--- src/agent_pkg.sv ---
// Behaviour
// - Full-line unique write only for whole lines
// - Snapshot reads, partial unique writes may be partial
// - Dirty eviction uses write-back, copy dropped
// - Cleaning dirty line uses write-clean, copy kept
// - Clean line may be written to lower cache
// - Address-only eviction notice when no update needed
// - Broadcast maintenance also applied to local cache
// - Clean-shared snoop on dirty line supplies data
// - Clean-invalidate snoop on clean line drops it
// - Clean-invalidate snoop on dirty: supply, then drop
// - Make-invalid snoop drops line, no data needed
// - Every snoop gets a response, data optional
// - Four shareability levels, system covers all
// - Domain membership consistent and symmetric
// - System-shareable accesses are never cached
// - Transaction domain selects which masters snooped
// - Memory barrier orders observation across domain
// - Sync barrier completes when earlier traffic observable
package agent_pkg;

  localparam int IDX_W = 4;
  localparam int LINES = 16;

  typedef enum logic [1:0] {
    LINE_INVALID,
    LINE_CLEAN,
    LINE_DIRTY
  } line_state_t;

  localparam line_state_t LINE_RESET = LINE_INVALID;

  // Carried on every transaction so the far side picks snoop targets
  typedef enum logic [1:0] {
    DOM_NON,
    DOM_INNER,
    DOM_OUTER,
    DOM_SYSTEM
  } domain_t;

  typedef enum logic [2:0] {
    OP_READ_ONCE,
    OP_STORE,
    OP_FILL,
    OP_WRITE_LOCAL,
    OP_EVICT,
    OP_CLEAN,
    OP_CMO,
    OP_BARRIER
  } op_t;

  typedef enum logic [1:0] {
    CMO_CLEAN_SHARED,
    CMO_CLEAN_INVALID,
    CMO_MAKE_INVALID
  } cmo_t;

  typedef enum logic [3:0] {
    TX_NONE,
    TX_READ_ONCE,
    TX_WRITE_UNIQUE,
    TX_WRITE_LINE_UNIQUE,
    TX_WRITE_BACK,
    TX_WRITE_CLEAN,
    TX_WRITE_EVICT,
    TX_EVICT,
    TX_CLEAN_SHARED,
    TX_CLEAN_INVALID,
    TX_MAKE_INVALID,
    TX_MEM_BARRIER,
    TX_SYNC_BARRIER
  } txn_kind_t;

  typedef enum logic [2:0] {
    SNP_READ_ONCE,
    SNP_READ_SHARED,
    SNP_READ_UNIQUE,
    SNP_CLEAN_SHARED,
    SNP_CLEAN_INVALID,
    SNP_MAKE_INVALID
  } snp_kind_t;

  typedef struct packed {
    op_t              op;
    cmo_t             cmo;
    logic [IDX_W-1:0] idx;
    domain_t          dom;
    logic             full_line;
    logic             to_lower;
    logic             sync;
  } req_t;

  typedef struct packed {
    txn_kind_t        kind;
    logic [IDX_W-1:0] idx;
    domain_t          dom;
    logic             has_data;
    logic             on_rd;
    logic             on_wr;
  } txn_t;

  typedef struct packed {
    snp_kind_t        kind;
    logic [IDX_W-1:0] idx;
  } snp_t;

  typedef struct packed {
    logic data_xfer;
    logic was_dirty;
    logic keeps;
  } snp_rsp_t;

  localparam txn_t     TXN_RESET = '0;
  localparam snp_rsp_t RSP_RESET = '0;

  function automatic txn_t make_txn(input txn_kind_t k,
                                    input logic [IDX_W-1:0] i,
                                    input domain_t d);
    txn_t t;
    t.kind     = k;
    t.idx      = i;
    t.dom      = d;
    t.has_data = (k == TX_WRITE_UNIQUE) || (k == TX_WRITE_LINE_UNIQUE) ||
                 (k == TX_WRITE_BACK) || (k == TX_WRITE_CLEAN) ||
                 (k == TX_WRITE_EVICT) || (k == TX_READ_ONCE);
    t.on_rd    = (k == TX_READ_ONCE) || (k == TX_CLEAN_SHARED) ||
                 (k == TX_CLEAN_INVALID) || (k == TX_MAKE_INVALID) ||
                 (k == TX_MEM_BARRIER) || (k == TX_SYNC_BARRIER);
    t.on_wr    = !((k == TX_READ_ONCE) || (k == TX_CLEAN_SHARED) ||
                 (k == TX_CLEAN_INVALID) || (k == TX_MAKE_INVALID)) ||
                 (k == TX_MEM_BARRIER) || (k == TX_SYNC_BARRIER);
    return t;
  endfunction : make_txn

endpackage : agent_pkg

--- src/coherent_cache_transaction_agent.sv ---
`timescale 1ns/100ps
`default_nettype none
module coherent_cache_transaction_agent (
  input  wire logic                   clk,
  input  wire logic                   rst,
  input  wire logic                   req_valid,
  input  wire agent_pkg::req_t        req,
  output logic                        req_ready,
  output logic                        op_done,
  output logic                        txn_valid,
  output agent_pkg::txn_t             txn,
  input  wire logic                   txn_ready,
  input  wire logic                   rd_done,
  input  wire logic                   wr_done,
  input  wire logic                   snp_valid,
  input  wire agent_pkg::snp_t        snp,
  output logic                        snp_rsp_valid,
  output agent_pkg::snp_rsp_t         snp_rsp,
  output logic                        snp_data_valid,
  output logic [agent_pkg::IDX_W-1:0] snp_data_idx
);
  import agent_pkg::*;

  typedef enum logic [1:0] {
    ST_IDLE,
    ST_ISSUE,
    ST_WAIT
  } fsm_t;

  fsm_t        fsm_q,       fsm_d;
  txn_t        txn_q,       txn_d;
  logic        txn_valid_q, txn_valid_d;
  txn_t        pend_q,      pend_d;
  logic        pend_vld_q,  pend_vld_d;
  logic        got_rd_q,    got_rd_d;
  logic        got_wr_q,    got_wr_d;
  logic        done_q,      done_d;
  logic        ready_q,     ready_d;

  line_state_t state_q [LINES];
  line_state_t state_d [LINES];

  logic             table_we;
  logic [IDX_W-1:0] table_idx;
  line_state_t      table_val;
  logic             take;
  line_state_t      cur;
  txn_kind_t        first_k;
  txn_kind_t        second_k;
  logic             rd_ok;
  logic             wr_ok;
  logic             cacheable;

  line_state_t      snp_cur;
  line_state_t      snp_next;
  snp_rsp_t         snp_dec;

  snp_rsp_t         rsp_q,      rsp_d;
  logic             rsp_vld_q,  rsp_vld_d;
  logic             dvld_q,     dvld_d;
  logic [IDX_W-1:0] didx_q,     didx_d;

  // Transaction choice and sequencing
  always_comb begin
    fsm_d       = fsm_q;
    txn_d       = txn_q;
    txn_valid_d = txn_valid_q;
    pend_d      = pend_q;
    pend_vld_d  = pend_vld_q;
    got_rd_d    = got_rd_q;
    got_wr_d    = got_wr_q;
    done_d      = 1'b0;
    table_we    = 1'b0;
    table_idx   = req.idx;
    table_val   = LINE_INVALID;
    first_k     = TX_NONE;
    second_k    = TX_NONE;
    cur         = state_q[req.idx];
    cacheable   = (req.dom != DOM_SYSTEM);
    take        = req_valid && ready_q && !snp_valid;
    rd_ok       = got_rd_q || rd_done || !txn_q.on_rd;
    wr_ok       = got_wr_q || wr_done || !txn_q.on_wr;
    unique case (fsm_q)
      ST_IDLE: begin
        if (take) begin
          unique case (req.op)
            OP_READ_ONCE: begin
              first_k = TX_READ_ONCE;
            end
            OP_STORE: begin
              // Unique write goes to memory, local copy dropped
              second_k = req.full_line ? TX_WRITE_LINE_UNIQUE
                                       : TX_WRITE_UNIQUE;
              if (cur == LINE_DIRTY && !req.full_line) begin
                first_k = TX_WRITE_BACK;
              end else begin
                first_k  = second_k;
                second_k = TX_NONE;
              end
              table_we  = 1'b1;
              table_val = LINE_INVALID;
            end
            OP_FILL: begin
              table_we  = cacheable;
              table_val = LINE_CLEAN;
            end
            OP_WRITE_LOCAL: begin
              table_we  = cacheable && (cur != LINE_INVALID);
              table_val = LINE_DIRTY;
            end
            OP_EVICT: begin
              if (cur == LINE_DIRTY) begin
                first_k = TX_WRITE_BACK;
              end else if (cur == LINE_CLEAN && req.to_lower) begin
                first_k = TX_WRITE_EVICT;
              end else if (cur == LINE_CLEAN) begin
                first_k = TX_EVICT;
              end
              table_we  = 1'b1;
              table_val = LINE_INVALID;
            end
            OP_CLEAN: begin
              if (cur == LINE_DIRTY) begin
                first_k   = TX_WRITE_CLEAN;
                table_we  = 1'b1;
                table_val = LINE_CLEAN;
              end
            end
            OP_CMO: begin
              unique case (req.cmo)
                CMO_CLEAN_SHARED: begin
                  second_k = TX_CLEAN_SHARED;
                  if (cur == LINE_DIRTY) begin
                    first_k   = TX_WRITE_CLEAN;
                    table_we  = 1'b1;
                    table_val = LINE_CLEAN;
                  end
                end
                CMO_CLEAN_INVALID: begin
                  second_k  = TX_CLEAN_INVALID;
                  table_we  = 1'b1;
                  table_val = LINE_INVALID;
                  if (cur == LINE_DIRTY) begin
                    first_k = TX_WRITE_BACK;
                  end
                end
                default: begin
                  second_k  = TX_MAKE_INVALID;
                  table_we  = 1'b1;
                  table_val = LINE_INVALID;
                end
              endcase
              if (first_k == TX_NONE) begin
                first_k  = second_k;
                second_k = TX_NONE;
              end
            end
            OP_BARRIER: begin
              first_k = req.sync ? TX_SYNC_BARRIER
                                 : TX_MEM_BARRIER;
            end
            default: begin
              first_k = TX_NONE;
            end
          endcase
          if (first_k != TX_NONE) begin
            txn_d       = make_txn(first_k, req.idx, req.dom);
            txn_valid_d = 1'b1;
            pend_d      = make_txn(second_k, req.idx, req.dom);
            pend_vld_d  = (second_k != TX_NONE);
            fsm_d       = ST_ISSUE;
          end else begin
            done_d = 1'b1;
          end
        end
      end
      ST_ISSUE: begin
        if (txn_ready) begin
          txn_valid_d = 1'b0;
          got_rd_d    = 1'b0;
          got_wr_d    = 1'b0;
          fsm_d       = ST_WAIT;
        end
      end
      ST_WAIT: begin
        got_rd_d = got_rd_q || rd_done;
        got_wr_d = got_wr_q || wr_done;
        // Barriers need both channel answers before moving on
        if (rd_ok && wr_ok) begin
          if (pend_vld_q) begin
            txn_d       = pend_q;
            txn_valid_d = 1'b1;
            pend_vld_d  = 1'b0;
            fsm_d       = ST_ISSUE;
          end else begin
            done_d = 1'b1;
            fsm_d  = ST_IDLE;
          end
        end
      end
      default: begin
        fsm_d = ST_IDLE;
      end
    endcase
    ready_d = (fsm_d == ST_IDLE);
  end

  always_ff @(posedge clk or posedge rst) begin
    if (rst) begin
      fsm_q       <= ST_IDLE;
      txn_q       <= TXN_RESET;
      txn_valid_q <= 1'b0;
      pend_q      <= TXN_RESET;
      pend_vld_q  <= 1'b0;
      got_rd_q    <= 1'b0;
      got_wr_q    <= 1'b0;
      done_q      <= 1'b0;
      ready_q     <= 1'b0;
    end else begin
      fsm_q       <= fsm_d;
      txn_q       <= txn_d;
      txn_valid_q <= txn_valid_d;
      pend_q      <= pend_d;
      pend_vld_q  <= pend_vld_d;
      got_rd_q    <= got_rd_d;
      got_wr_q    <= got_wr_d;
      done_q      <= done_d;
      ready_q     <= ready_d;
    end
  end

  // Snoop handling
  assign snp_cur = state_q[snp.idx];

  snoop_decide u_snoop_decide (
    .kind (snp.kind),
    .cur  (snp_cur),
    .nxt  (snp_next),
    .rsp  (snp_dec)
  );

  always_comb begin
    rsp_vld_d = snp_valid;
    rsp_d     = snp_valid ? snp_dec : RSP_RESET;
    dvld_d    = snp_valid && snp_dec.data_xfer;
    didx_d    = snp.idx;
  end

  always_ff @(posedge clk or posedge rst) begin
    if (rst) begin
      rsp_vld_q <= 1'b0;
      rsp_q     <= RSP_RESET;
      dvld_q    <= 1'b0;
      didx_q    <= '0;
    end else begin
      rsp_vld_q <= rsp_vld_d;
      rsp_q     <= rsp_d;
      dvld_q    <= dvld_d;
      didx_q    <= didx_d;
    end
  end

  // Line state table, snoop update applied last
  generate
    for (genvar g = 0; g < LINES; g++) begin : g_line
      always_comb begin
        state_d[g] = state_q[g];
        if (table_we && table_idx == IDX_W'(g)) begin
          state_d[g] = table_val;
        end
        if (snp_valid && snp.idx == IDX_W'(g)) begin
          state_d[g] = snp_next;
        end
      end

      always_ff @(posedge clk or posedge rst) begin
        if (rst) begin
          state_q[g] <= LINE_RESET;
        end else begin
          state_q[g] <= state_d[g];
        end
      end
    end
  endgenerate

  assign req_ready      = ready_q;
  assign op_done        = done_q;
  assign txn_valid      = txn_valid_q;
  assign txn            = txn_q;
  assign snp_rsp_valid  = rsp_vld_q;
  assign snp_rsp        = rsp_q;
  assign snp_data_valid = dvld_q;
  assign snp_data_idx   = didx_q;

endmodule : coherent_cache_transaction_agent
`default_nettype wire

--- src/snoop_decide.sv ---
`timescale 1ns/100ps
`default_nettype none
module snoop_decide (
  input  wire agent_pkg::snp_kind_t   kind,
  input  wire agent_pkg::line_state_t cur,
  output agent_pkg::line_state_t      nxt,
  output agent_pkg::snp_rsp_t         rsp
);
  import agent_pkg::*;

  logic held;
  logic dirty;

  always_comb begin
    held  = (cur != LINE_INVALID);
    dirty = (cur == LINE_DIRTY);
    nxt   = cur;
    rsp.data_xfer = 1'b0;
    rsp.was_dirty = dirty;
    unique case (kind)
      SNP_READ_ONCE: begin
        rsp.data_xfer = held;
      end
      SNP_READ_SHARED: begin
        rsp.data_xfer = held;
      end
      SNP_READ_UNIQUE: begin
        rsp.data_xfer = held;
        nxt = LINE_INVALID;
      end
      SNP_CLEAN_SHARED: begin
        rsp.data_xfer = dirty;
        if (dirty) begin
          nxt = LINE_CLEAN;
        end
      end
      SNP_CLEAN_INVALID: begin
        rsp.data_xfer = dirty;
        nxt = LINE_INVALID;
      end
      SNP_MAKE_INVALID: begin
        nxt = LINE_INVALID;
      end
      default: begin
        nxt = cur;
      end
    endcase
    rsp.keeps = (nxt != LINE_INVALID);
  end

endmodule : snoop_decide
`default_nettype wire

--- config.mk ---
export PLATFORM = sky130hd
export DESIGN_NAME = coherent_cache_transaction_agent
export DESIGN_NICKNAME = d
export VERILOG_FILES = /design/src/agent_pkg.sv /design/src/coherent_cache_transaction_agent.sv /design/src/snoop_decide.sv
export SDC_FILE = /design/constraint.sdc
export NUM_CORES = 1
export LEC_CHECK = 0
export BUFFER_PORTS_ARGS = -buffer_cell sky130_fd_sc_hd__clkbuf_2
export CAP_MARGIN = 20
export CORE_ASPECT_RATIO = 0.8
export CORE_MARGIN = 4
export CORE_UTILIZATION = 35
export DETAILED_ROUTE_END_ITERATION = 8
export SETUP_SLACK_MARGIN = 0.05
export SYNTH_ARGS = -nofsm -noshare
export SYNTH_HDL_FRONTEND = slang
export SYNTH_SLANG_ARGS = --single-unit
--- constraint.sdc ---
create_clock -name clk -period 9.45 [get_ports clk]
set_clock_uncertainty 0.2 [all_clocks]
set_input_delay 1.4175 -clock clk [delete_from_list [all_inputs] [get_ports clk]]
set_output_delay 1.4175 -clock clk [all_outputs]
set_load 0.005 [all_outputs]
### Word-level counts from Yosys, hierarchy flattened

Cells that the tools add are included.

| cells by class | value |
|---|---|
| equality and inequality tests | 76 |
| divide/modulo/power cells | 0 |
| multipliers | 0 |
| shift operators | 0 |
| $add $sub $neg | 0 |
| magnitude comparators | 2 |
| multiplexer cells | 102 |
| bitwise operators | 2 |
| reduce and logical (&&, ||, !) cells | 114 |

Operator list:

| operator | count |
|---|---|
| $eq A4 B4 Y1 const B | 26 |
| $mux W2 | 45 |
| $eq A4 B3 Y1 const B | 14 |
| $mux W13 | 4 |
| $reduce_bool A2 Y1 | 21 |
| $logic_and A1 B1 Y1 | 39 |
| $mux W4 | 9 |
| $eq A4 B2 Y1 const B | 8 |
| $logic_or A1 B1 Y1 | 28 |
| $pmux W13 S2 | 1 |
| $mux W3 | 8 |
| $pmux W4 S6 | 1 |
| $mux W1 | 19 |
| $eq A3 B3 Y1 const B | 6 |
| $bmux W2 S4 | 2 |
| $eq A4 B1 Y1 const B | 4 |
| $eq A3 B2 Y1 const B | 4 |
| $logic_not A4 Y1 | 3 |
| $ne A2 B2 Y1 const B | 6 |
| $ge A5 B5 Y1 const B | 2 |
| $not A4 Y5 | 2 |
| $pmux W1 S2 | 5 |
| $pmux W2 S2 | 2 |
| $pmux W2 S4 | 1 |
| other kinds (20) | 36 |

| storage, ports and cells | value |
|---|---|
| latch bits | 0 |
| bits in registers | 75 |
| output and inout port bits | 25 |
| ROM bits | 0 |
| memories kept | 0 |
| logic and storage cells | 337 |
| bits in writable memories | 0 |
| bits of input ports | 28 |

### Logic depth before layout (Yosys ltp)

Gate-level depths: netlist (run 1).

| logic depth | value |
|---|---|
| depth after elaboration | 25 |
| mapped depth | 11 |

### Cells and area by module

From an unflattened synthesis (run 1), not the netlist that was laid out.

| unflattened totals | value |
|---|---|
| cells, all modules | 479 |
| area total of the unflattened synthesis | 4,618.2 um2 |

Modules (own cells, without submodules):

| module | instances | cells an instance | area each (um2) | sequential area each (um2) |
|---|---|---|---|---|
| coherent_cache_transaction_agent | 1 | 460 | 4,501.8 | 1,826.8 |
| snoop_decide | 1 | 19 | 116.4 | 0.0 |

### Worst setup path before layout (run 1)

No wires, ideal clock.

| path | value |
|---|---|
| path type | input to register |
| start point | in req[6] in the netlist's numbering |
| end point | reg pend_q[10] in the netlist's numbering |
| arrival time | 4.070 ns |
| setup time | 0.125 ns |
| path buffers | 2 |
| stages on the path | 10 |
| setup slack | 5.055 ns |
| cells stage by stage | buf_6 > mux4_2 > and2_1 > a311oi_4 > a22oi_2 > o211a_1 > or4_4 > o21a_4 > buf_6 > mux2_4 |

| between the ends | value |
|---|---|
| cells in the longest elaborated chain, start to end | 17 |
| elaborated cells on any way between the ends | 30 |

RTL lines:

| what | RTL line | source |
|---|---|---|
| start, declared | coherent_cache_transaction_agent.sv:7 | `input wire agent_pkg::req_t req,` |
| $not A4 Y5 (implied by the code) * | coherent_cache_transaction_agent.sv:78 | `cur = state_q[req.idx];` |
| $bmux W2 S4 * | coherent_cache_transaction_agent.sv:78 |  |
| $mux W2 (implied by the code) * (2 in a row) | coherent_cache_transaction_agent.sv:78 |  |
| $eq A2 B2 Y1 | - |  |
| $mux W3 (on tied branches) | coherent_cache_transaction_agent.sv:123, coherent_cache_transaction_agent.sv:133, coherent_cache_transaction_agent.sv:143 |  |
| $pmux W3 S2 | coherent_cache_transaction_agent.sv:130 | `unique case (req.cmo)` |
| $mux W4 | coherent_cache_transaction_agent.sv:86 | `unique case (req.op)` |
| $mux W4 | coherent_cache_transaction_agent.sv:85 | `if (take) begin` |
| $mux W4 | coherent_cache_transaction_agent.sv:83 | `unique case (fsm_q)` |
| $logic_not A4 Y1 | coherent_cache_transaction_agent.sv:153 | `if (first_k == TX_NONE) begin` |
| $mux W4 | coherent_cache_transaction_agent.sv:153 |  |
| $pmux W4 S6 | coherent_cache_transaction_agent.sv:86 |  |
| $mux W4 | coherent_cache_transaction_agent.sv:85 |  |
| $mux W4 | coherent_cache_transaction_agent.sv:83 |  |
| $reduce_bool A4 Y1 | coherent_cache_transaction_agent.sv:166 | `if (first_k != TX_NONE) begin` |
| $reduce_and A3 Y1 (no line) | - |  |
| end signal, assigned | coherent_cache_transaction_agent.sv:223 | `pend_q <= pend_d;` |
| end, declared | coherent_cache_transaction_agent.sv:33 | `txn_t pend_q, pend_d;` |

Every way passes the cells marked *; elsewhere a longest branch is shown, timed or not. The select of a mux whose other input is x is not followed.
A chain may end at the register's enable or synchronous reset.

### Worst setup path in the final report (run 1)

| path | value |
|---|---|
| start point | in req[8] in the netlist's numbering |
| end point | reg txn_q (netlist bit txn[9]) |

| between the ends | value |
|---|---|
| cells in the longest elaborated chain, start to end | 18 |
| elaborated cells on any way between the ends | 29 |

RTL lines:

| what | RTL line | source |
|---|---|---|
| $not A4 Y5 (implied by the code) * | coherent_cache_transaction_agent.sv:78 |  |
| $bmux W2 S4 * | coherent_cache_transaction_agent.sv:78 |  |
| $mux W2 (implied by the code) * (2 in a row) | coherent_cache_transaction_agent.sv:78 |  |
| $eq A2 B2 Y1 | - |  |
| $mux W3 (on tied branches) | coherent_cache_transaction_agent.sv:123, coherent_cache_transaction_agent.sv:133, coherent_cache_transaction_agent.sv:143 |  |
| $pmux W3 S2 | coherent_cache_transaction_agent.sv:130 |  |
| $mux W4 | coherent_cache_transaction_agent.sv:86 |  |
| $mux W4 | coherent_cache_transaction_agent.sv:85 |  |
| $mux W4 | coherent_cache_transaction_agent.sv:83 |  |
| $logic_not A4 Y1 | coherent_cache_transaction_agent.sv:153 |  |
| $mux W4 | coherent_cache_transaction_agent.sv:153 |  |
| $pmux W4 S6 * | coherent_cache_transaction_agent.sv:86 |  |
| $mux W4 * | coherent_cache_transaction_agent.sv:85 |  |
| $mux W4 * | coherent_cache_transaction_agent.sv:83 |  |
| $reduce_bool A4 Y1 / $mux W13 (equally long branches) | coherent_cache_transaction_agent.sv:166 |  |
| $ne A2 B2 Y1 (no line) / $mux W13 (equally long branches) | - |  |
| $reduce_and A5 Y1 (no line) / $pmux W13 S2 (equally long branches) | - |  |
| end signal, assigned | coherent_cache_transaction_agent.sv:221 | `txn_q <= txn_d;` |
| end, declared | coherent_cache_transaction_agent.sv:31 | `txn_t txn_q, txn_d;` |

Marked as above.

==> summary.md, run 1 <==
| Metric | Value |
|---|---|
| Detail Placement HPWL | `9.47 mm` |
| IO Port Bufs | `52` |
| Synthesized Nets | `473` |
| Period utilization | `52.5%` |
| Clock root cell | `clkbuf_16` |
| Placer's final routability congestion estimate | `0.944` |
| Crit path kind | `in -> reg` |
| Initial antenna violation count | `0` |
| Reg2reg path depth | `8` |
| Outcome | `finished, final reports clean` |
| Flop-to-flop setup slack | `5.65 ns` |
| Largest net degree at the start of global routing | `74` |
| Count leader, synth | `dfrtp_1` |
| Die area | `15300 µm²` |
| Final core occ | `41.4%` |
| Hold Path Sink | `pend_q[0]` |
| Syn Area/Cell | `10.5 µm²` |
| Total track usage | `17.8%` |
| DRC Markers | `0` |
| Worst slew pin tran | `0.957 ns` |
| GRT overflow | `0` |
| Clock buffer depth | `2` |
| Placed Area | `5050 µm²` |
| # H-tree levels | `3` |
| Fmax | `0.201 GHz` |
| Post-synth top cells | `dfrtp_1 (73), mux2i_1 (52), nand2_1 (42), nor2_1 (36), a21oi_1 (18)` |
| Req. time, crit path | `9.47 ns` |
| Top cell type's share of synthesized area | `39.0%` |
| Area Growth Syn to Fin | `14.7%` |
| #FFs+latches synth | `73` |
| Hold Startpoint | `pend_q[0]` |
| Leak | `2.38 nW` |
| Post-synth ARST share | `100%` |
| Num CTS Buffers | `9` |
| Synth unique cells | `62` |
| Via/cell ratio | `5.68` |
| CTS Sinks | `73` |
| Worst path max stage delay | `0.60 ns` |
| Drt wl/cell | `19.3 µm` |
| # nets final | `515` |
| Share of layout cells above drive strength 1 | `24.8%` |
| First-pass detailed-route iteration total | `4` |
| CP Launch Point | `req[8]` |
| Dpl ws | `4.20 ns` |
| Post-CTS sizing | `0` |
| Setup TNS | `0 ns` |
| Area of the core | `13000 µm²` |
| Max FO, Critical Path | `23` |
| Area contributors post-synth | `dfrtp_1 (39%), mux2i_1 (11%), mux4_2 (7.2%)` |
| WP data arrival | `4.98 ns` |
| Final hold vios | `0` |
| Most used DFF post-synth | `dfrtp_1` |
| Max-cap violation count | `0` |
| Final Critical Period | `4.96 ns` |
| Worst-case vdd ir drop | `92.6 µV` |
| Cell count after synthesis | `445` |
| Count of flip-flops with a built-in enable after synthesis | `0` |
| Hold WS | `0.297 ns` |
| YS warnings | `0` |
| Vias in the first global route | `3841` |
| WL final | `12.8 mm` |
| Final worst slack | `4.49 ns` |
| Post-synth top area cell | `dfrtp_1` |
| Slew margin rel. | `36.2%` |
| CTS tree | `built` |
| Setup-failing EPs final | `0` |
| Crit end category | `flip-flop` |
| Rows | `37` |
| DR iter-0 viols | `379` |
| Final ANT Viol Nets | `0` |
| Mapped Area | `4680 µm²` |
| Initial Utilization | `36.1%` |
| CP Launch Type | `input pin` |
| IO Count | `53` |
| Die width | `137 µm` |
| Cell area after layout | `5370 µm²` |
| Hold path depth | `1` |
| Pwr dens | `213 nW/µm²` |
| Sequential fraction of the synthesis area | `39.0%` |
| First-pass GRT wire length | `21.3 mm` |
| Slowest-stage cell, CP | `o41ai_1` |
| Via count | `3786` |
| Setup bufs post-CTS | `0` |
| Ant. Diodes | `0` |
| Capturing point of the worst reg2reg path | `txn[9]` |
| HP Class | `reg -> reg` |
| Die Y-Extent | `111 µm` |
| RSZ-0062 raised after global routing | `false` |
| Post-CTS Hold Buffers | `0` |
| Clock slew at reported path FFs | `0.05 ns` |
| RR Startpoint | `state_q[2]` |
| Crit-path cells | `clkbuf_2 -> nor2b_1 -> a221oi_2 -> a21boi_0 -> a22oi_2 -> o221ai_1 -> o41ai_1 -> nand2_1 -> mux2_4` |
| Slew Viols, Final | `0` |
| Worst-Skew Late Latency | `0.34 ns` |
==> layout make-up <==
| class | count | area, µm² |
|---|---|---|
| tap | 175 | 219 |
| inverter | 13 | 48.8 |
| fill | 1270 | 7590 |
| clock inverter | 5 | 80.1 |
| sequential | 73 | 1830 |
| multi-input combinational | 334 | 2670 |
| timing repair buffer | 56 | 290 |
| clock buffer | 10 | 239 |
==> layout by cell type, fill, tap and decap left out, types with 11 or more instances in the layout <==
master    count
dfrtp_1      73
mux2i_1      52
clkbuf_2     52
nand2_1      42
nor2_1       36
a21oi_1      18
o21ai_0      17
mux4_2       15
mux2_4       15
nand3_1      13
inv_1        12
nor3_1       12
nand2b_1     11
==> cells by family after synthesis <==
family                 count (synthesis)  synth area share (%)
AO/OA/AOI/OAI                         88                  14.0
multiplexers                          94                  27.0
buffers and inverters                 38                  4.17
flip-flops                            73                  39.0
AND/OR/NAND/NOR                      152                  15.8
==> how the worst max path moves through the flow <==
stage,end,slack (ns)
after floorplan,pend_q[10],5.05
after global placement,txn[5],4.36
after detailed placement,txn[2],4.20
after CTS,txn[10],4.56
after global routing,txn[9],4.14
final,txn[9],4.49
==> through the flow <==
step | power, mW | instances
2_1_floorplan | 0.677 | 445
3_3_place_gp | 0.779 | 651
4_1_cts | 1.16 | 666
6_report | 1.15 | 666
5_1_grt | 1.22 | 666
3_5_place_dp | 0.785 | 651
==> worst max-delay path, delay by kind of cell <==
family	cells	cell delay, ns
compound gates	5	1.64
buf+inv	1	0.37
mux	1	0.46
simple gates	2	1.08
==> per-layer routing <==
metal	wire length [µm]	vias to the layer above	part of all wire [%]	GRT usage, %
met1	6160	1903	48	26.8
met3	879	12	6.8	5.06
met5	0	-	0	0
met4	155	0	1.2	4.79
li1	-	1750	-	-
met2	5640	121	44	24.9
==> report_power, final <==
part           switching, mW  total, mW  leakage [nW]  internal (mW)
sequential            0.0599      0.446         0.950          0.386
clock                  0.130      0.366         0.151          0.236
combinational          0.166      0.333          1.28          0.168
total                  0.356       1.15          2.38          0.790
==> registers in the layout, summed over array words and instances, names as in the netlist, 2 cells and up <==
| name | count |
|---|---|
| state_q | 32 |
| fsm_q | 2 |
| txn | 13 |
| pend_q | 12 |
| snp_data_idx | 4 |
| snp_rsp | 2 |
No activity file was read; power rests on OpenSTA's default activity.
==> run 2, diff against run 1 <==
- clock period: 9.45 -> 4.25 ns (I/O delays scaled with it)
==> run 2 against run 1 <==
Net effect: global-route usage grew 0.55 points; core utilization rose by 0.96 points; register-to-register slack worse by 4.8 ns; via count increased by 1.3%; routed wire length is 5.1% higher; clock power is 130% higher; critical path depth grew 1; sequential share of layout area shrank 0.77 points.
==> summary.md, run 2 (synthesized netlist as in run 1, its figures left out) <==
| Metric | Value |
|---|---|
| Worst-case vdd ir drop | `230 µV (was 92.6 µV)` |
| Detail Placement HPWL | `10.2 mm (was 9.47 mm)` |
| DRC Markers | `0 (unchanged)` |
| Post-CTS sizing | `0 (unchanged)` |
| Slowest-stage cell, CP | `nor3b_1 (was o41ai_1)` |
| Setup bufs post-CTS | `0 (unchanged)` |
| DR iter-0 viols | `358 (was 379)` |
| Placer's final routability congestion estimate | `0.905 (was 0.944)` |
| Clock share of power | `32.2% (was 32.0%)` |
| Die width | `137 µm (unchanged)` |
| IO Count | `53 (unchanged)` |
| HP Class | `in -> async (was reg -> reg)` |
| Post-CTS Hold Buffers | `0 (unchanged)` |
| Num CTS Buffers | `9 (unchanged)` |
| Via count | `3837 (was 3786)` |
| Largest net degree at the start of global routing | `49 (was 74)` |
| Vias in the first global route | `3905 (was 3841)` |
| Die area | `15300 µm² (unchanged)` |
| Finished Layout Cells | `681 (was 666)` |
| Clock root cell | `clkbuf_16 (unchanged)` |
| Ant. Diodes | `0 (unchanged)` |
| Max reg flops | `32 (unchanged)` |
| WP data arrival | `3.65 ns (was 4.98 ns)` |
| Internal Pwr Total | `1.79 mW (was 0.790 mW)` |
| Setup TNS | `0 ns (unchanged)` |
| Fmax | `0.275 GHz` |
| Share of layout cells above drive strength 1 | `26.9% (was 24.8%)` |
| Crit path top cell by count | `mux2i_1` |
| Via/cell ratio | `5.63 (was 5.68)` |
| Initial Utilization | `36.1% (unchanged)` |
| Cell area after layout | `5500 µm² (was 5370 µm²)` |
| Worst-Skew Late Latency | `0.33 ns (was 0.34 ns)` |
| Reg power frac | `38.2% (was 38.9%)` |
| CP Launch Type | `input pin (unchanged)` |
| Largest Register | `state_q (unchanged)` |
| Rows | `37 (unchanged)` |
| Crit path kind | `in -> reg (unchanged)` |
| CTS Sinks | `73 (unchanged)` |
| WP depth | `10 (was 9)` |
| CP delay by family, top | `compound AO/OA/AOI/OAI gates (unchanged)` |
| Hold WS | `0.0383 ns (was 0.297 ns)` |
| # H-tree levels | `3 (unchanged)` |
| Setup-failing EPs final | `0 (unchanged)` |
| Final ANT Viol Nets | `0 (unchanged)` |
| Worst path max stage delay | `0.48 ns (was 0.60 ns)` |
| RSZ-0062 raised after global routing | `false (unchanged)` |
| Period utilization | `85.6%` |
| Initial antenna violation count | `0 (unchanged)` |
| IO Port Bufs | `52 (unchanged)` |
| Sw frac | `31.2% (was 31.0%)` |
| Sw Pwr | `0.812 mW (was 0.356 mW)` |
| Area of the core | `13000 µm² (unchanged)` |
| # nets final | `529 (was 515)` |
| WL final | `13.5 mm (was 12.8 mm)` |
| Crit end category | `flip-flop (unchanged)` |
| Clock buffer depth | `2 (unchanged)` |
| Area Growth Syn to Fin | `17.3% (was 14.7%)` |
| Slew margin rel. | `52.3% (was 36.2%)` |
| Crit-path cells | `clkbuf_2 -> nor2b_1 -> buf_4 -> a221oi_2 -> a22oi_1 -> a221oi_1 -> o2111a_1 -> nor3b_1 -> mux2i_1 -> mux2i_1 (was clkbuf_2 -> nor2b_1 -> a221oi_2 -> a21boi_0 -> a22oi_2 -> o221ai_1 -> o41ai_1 -> nand2_1 -> mux2_4)` |
| CTS tree | `built (unchanged)` |
| Power share of the combinational group | `29.6% (was 29.1%)` |
| Final Critical Period | `3.64 ns` |
| GRT overflow | `0 (unchanged)` |
| Commonest non-fill, non-tap cell in the layout | `dfrtp_1 (unchanged)` |
| First-pass detailed-route iteration total | `4 (unchanged)` |
| Final hold vios | `0 (unchanged)` |
| Pwr dens | `474 nW/µm² (was 213 nW/µm²)` |
| DP Cell Count | `664 (was 651)` |
| Clock slew at reported path FFs | `0.06 ns (was 0.05 ns)` |
| Total track usage | `18.3% (was 17.8%)` |
| Max FO, Critical Path | `19 (was 23)` |
| Req. time, crit path | `4.26 ns (was 9.47 ns)` |
| Slew Viols, Final | `0 (unchanged)` |
| First-pass GRT wire length | `21.9 mm (was 21.3 mm)` |
| WP buf/inv | `2 (was 1)` |
| Outcome | `finished, final reports clean (unchanged)` |
| Commonest non-fill, non-tap cells in the layout | `dfrtp_1 (73), mux2i_1 (52), clkbuf_2 (52), nand2_1 (42), nor2_1 (36) (unchanged)` |
| Worst slew pin tran | `0.715 ns (was 0.957 ns)` |
| Die Y-Extent | `111 µm (unchanged)` |
| Drt wl/cell | `19.8 µm (was 19.3 µm)` |
| Max-cap violation count | `0 (unchanged)` |
| Reg2reg path depth | `8 (unchanged)` |
| Placed Area | `5140 µm² (was 5050 µm²)` |
| Leak | `2.47 nW (was 2.38 nW)` |
## run 2: changes by cell type in the layout (fill, tap and decap cells not counted), sizes merged
cell | previous run | this run
clkinv | 1 | 2
clkinvlp | 2 | 1
clkbuf | 62 | 63
buf | 4 | 18
## run 2: metal layers
metal / part of all wire [%] / track usage, %
met2: 42 / 25.9
met5: 0 / 0
met1: 48 / 28.0
met3: 9.2 / 4.97
met4: 0.97 / 3.99
## run 2: metrics by stage
stage	setup slack, ns	utilization [%]	power [mW]
2_1_floorplan	0.635	-	1.51
3_5_place_dp	0.266	39.7	1.77
3_3_place_gp	0.303	39.7	1.77
6_report	0.613	42.4	2.60
5_1_grt	0.397	42.4	2.76
4_1_cts	0.617	42.2	2.62
## run 2: power by group through the flow
stage	clock (mW)	combinational [mW]	sequential [mW]
floorplan	0	0.545	0.961
global placement	0	0.770	0.998
detailed placement	0	0.771	1.00
CTS	0.856	0.774	0.995
global route	0.888	0.850	1.02
finish	0.838	0.771	0.995
## run 2: worst register-to-register path, stage by stage, from the launching register on
cell      delay, ns
dfrtp_1        0.42
mux4_2         0.49
mux2i_1        0.22
mux2_2         0.26
o41a_1         0.15
o221ai_1       0.28
or4_4          0.62
o21a_4         0.30
mux2_4         0.32
## run 2: worst paths after layout
check                           slack (ns)       start          end
min in group clk                      0.31      txn[4]       txn[4]
max in group asynchronous             3.16         rst       txn[6]
worst max register to register        0.88  state_q[0]    pend_q[6]
worst min-delay path                  0.04         rst  state_q[18]
worst max-delay path                  0.61      req[8]  state_q[12]
worst min register to register        0.31      txn[4]       txn[4]
## run 2: area by class of cell
class / instances / area (µm²)
flip-flops and latches: 73 / 1830
multi-input cells: 334 / 2660
clock buffers: 11 / 253
clock inverters: 5 / 77.6
repair buffers: 70 / 408
fillers: 1290 / 7470
inverters: 13 / 48.8
well taps: 175 / 219
==> run 3, diff against run 2 <==
- CELL_PAD_IN_SITES_DETAIL_PLACEMENT: default -> 2
- CELL_PAD_IN_SITES_GLOBAL_PLACEMENT: default -> 2
- PLACE_DENSITY_LB_ADDON: default -> 0.1
- clock period: 4.25 -> 4.1 ns (I/O delays scaled with it)
==> run 3 against run 2 <==
Net effect: hold slack gained 0.27 ns; final cell count grew 1.0%; largest power group unchanged; critical endpoint is now txn[6]; sequential cell count is the same; combinational power grew 8.8%; critical path depth is the same; non-clock buffer count grew 8; register-to-register slack lost 0.26 ns; sequential power grew 5%.
==> summary.md, run 3 (synthesized netlist as in run 1, its figures left out) <==
| Metric | Value |
|---|---|
| Setup bufs post-CTS | `0 (unchanged)` |
| WP data arrival | `3.69 ns (was 3.65 ns)` |
| RR Startpoint | `state_q[12] (was state_q[0])` |
| Max reg flops | `32 (unchanged)` |
| Outcome | `finished, final reports clean (unchanged)` |
| Flop-to-flop setup slack | `0.62 ns (was 0.88 ns)` |
| Max-cap violation count | `0 (unchanged)` |
| WL final | `15.9 mm (was 13.5 mm)` |
| Die area | `15300 µm² (unchanged)` |
| Hold path depth | `1` |
| CP Launch Type | `input pin (unchanged)` |
| DRC Markers | `0 (unchanged)` |
| Worst slew pin tran | `0.577 ns (was 0.715 ns)` |
| DR iter-0 viols | `251 (was 358)` |
| Period utilization | `89.3%` |
| Hold Path Sink | `txn[2]` |
| IO Count | `53 (unchanged)` |
| First-pass GRT wire length | `26.2 mm (was 21.9 mm)` |
| First-pass detailed-route iteration total | `4 (unchanged)` |
| Initial antenna violation count | `0 (unchanged)` |
| Post-CTS sizing | `0 (unchanged)` |
| Post-CTS Hold Buffers | `0 (unchanged)` |
| Reg2reg path depth | `9 (was 8)` |
| Setup-failing EPs final | `0 (unchanged)` |
| Sw frac | `32.6% (was 31.2%)` |
| Footprint of the multi-input gates | `2660 µm² (unchanged)` |
| # nets final | `537 (was 529)` |
| Largest Register | `state_q (unchanged)` |
| Pwr dens | `493 nW/µm² (was 474 nW/µm²)` |
| CTS tree | `built (unchanged)` |
| FF/Latch Area | `1830 µm² (unchanged)` |
| Final ANT Viol Nets | `0 (unchanged)` |
| Fmax | `0.273 GHz` |
| GRT overflow | `0 (unchanged)` |
| Power share of the combinational group | `30.6% (was 29.6%)` |
| HP Class | `reg -> reg (was in -> async)` |
| Hold Startpoint | `txn[2]` |
| Ant. Diodes | `0 (unchanged)` |
| Reg power frac | `37.9% (was 38.2%)` |
| Clock root cell | `clkbuf_16 (unchanged)` |
| Clock share of power | `31.5% (was 32.2%)` |
| Drt wl/cell | `23.1 µm (was 19.8 µm)` |
| Num CTS Buffers | `9 (unchanged)` |
| Die width | `137 µm (unchanged)` |
| Share of layout cells above drive strength 1 | `27.7% (was 26.9%)` |
| Worst path max stage delay | `0.59 ns (was 0.48 ns)` |
| Area Growth Syn to Fin | `18.9% (was 17.3%)` |
| Crit path kind | `in -> reg (unchanged)` |
| RSZ-0062 raised after global routing | `false (unchanged)` |
| Final Critical Period | `3.66 ns` |
| Commonest non-fill, non-tap cell in the layout | `dfrtp_1 (unchanged)` |
| Initial Utilization | `36.1% (unchanged)` |
| CTS Sinks | `73 (unchanged)` |
| Detail Placement HPWL | `12.2 mm (was 10.2 mm)` |
| Largest net degree at the start of global routing | `54 (was 49)` |
| Slowest-stage cell, CP | `o41ai_1 (was nor3b_1)` |
| Placer's final routability congestion estimate | `0.880 (was 0.905)` |
| Capturing point of the worst reg2reg path | `txn[6] (was pend_q[6])` |
| Vias in the first global route | `4430 (was 3905)` |
| Hold WS | `0.308 ns (was 0.0383 ns)` |
| Total track usage | `22.5% (was 18.3%)` |
| # H-tree levels | `3 (unchanged)` |
| Worst-case vdd ir drop | `268 µV (was 230 µV)` |
| Rows | `37 (unchanged)` |
| IO Port Bufs | `52 (unchanged)` |
| Via/cell ratio | `5.75 (was 5.63)` |
| Max FO, Critical Path | `12 (was 19)` |
| Req. time, crit path | `4.13 ns (was 4.26 ns)` |
| Via count | `3953 (was 3837)` |
| Clock slew at reported path FFs | `0.06 ns (about the same)` |
| Setup TNS | `0 ns (unchanged)` |
| Die Y-Extent | `111 µm (unchanged)` |
| Sw Pwr | `0.894 mW (was 0.812 mW)` |
| Area of the core | `13000 µm² (unchanged)` |
| Worst-Skew Late Latency | `0.35 ns (was 0.33 ns)` |
| Fillers | `1396 (was 1290)` |
| Crit end category | `flip-flop (unchanged)` |
| Slew Viols, Final | `0 (unchanged)` |
| Slew margin rel. | `61.1% (was 52.3%)` |
| Leak | `2.50 nW (was 2.47 nW)` |
| Internal Pwr Total | `1.85 mW (was 1.79 mW)` |
| Final core occ | `43.0% (was 42.4%)` |
| Commonest non-fill, non-tap cells in the layout | `dfrtp_1 (73), mux2i_1 (52), clkbuf_2 (52), nand2_1 (42), nor2_1 (36) (unchanged)` |
| Crit-path cells | `clkbuf_2 -> mux4_2 -> and2_1 -> a311oi_4 -> a22oi_2 -> o211a_1 -> o41ai_1 -> nand2_1 -> buf_12 -> mux2_4 (was clkbuf_2 -> nor2b_1 -> buf_4 -> a221oi_2 -> a22oi_1 -> a221oi_1 -> o2111a_1 -> nor3b_1 -> mux2i_1 -> mux2i_1)` |
| Clock buffer depth | `2 (unchanged)` |
| CP delay by family, top | `compound AO/OA/AOI/OAI gates (unchanged)` |
| Final hold vios | `0 (unchanged)` |
| WP buf/inv | `2 (unchanged)` |
-- run 3: cell types whose count changed in the layout (fill, tap and decap cells not counted) --
cell / previous run / this run
clkbuf_8: 2 / 1
buf_4: 17 / 23
clkinvlp_4: 1 / 2
buf_16: 0 / 1
inv_2: 1 / 0
dlygate4sd3_1: 0 / 1
-- run 3: worst max-delay path by stage --
stage                start          to  slack [ns]  depth (start not counted)
global placement    req[6]     txn[10]        0.22                         10
CTS                 req[7]      txn[6]        0.46                         10
finish              req[6]      txn[6]        0.44                         10
detailed placement  req[6]   pend_q[8]        0.18                         10
global route        req[6]      txn[7]        0.17                         10
floorplan           req[6]  pend_q[10]        0.51                         10
-- run 3: layout make-up --
type / instances / area share, %
Tap cell: 175 / 3.93
Clock inverter: 5 / 1.44
Multi-Input combinational cell: 334 / 47.8
Timing Repair Buffer: 78 / 8.81
Sequential cell: 73 / 32.8
Clock buffer: 10 / 4.29
Inverter: 13 / 0.899
-- run 3: stage by stage --
stage	area (µm²)	total power [mW]	std cells	worst slack [ns]
global placement	5210	1.86	671	0.218
detailed placement	5210	1.89	671	0.182
finish	5570	2.75	688	0.439
floorplan	4680	1.56	445	0.507
global route	5570	2.93	688	0.170
CTS	5530	2.79	686	0.458
-- run 3: metal layers --
metal  wire length, µm  global-route usage, %  share of wire [%]  up-vias
met1              7870                   33.4                 49     2065
met4               155                   4.92               0.97        0
met2              7180                   34.1                 45       93
li1                  -                      -                  -     1785
met5                 0                      0                  0        -
met3               700                   4.07                4.4       10
-- run 3: power by group through the flow --
stage / clock network (mW) / logic (mW) / registers (mW)
final: 0.865 / 0.839 / 1.04
after global routing: 0.926 / 0.931 / 1.07
after global placement: 0 / 0.818 / 1.04
after detailed placement: 0 / 0.841 / 1.05
after floorplan: 0 / 0.565 / 0.996
after CTS: 0.896 / 0.851 / 1.04
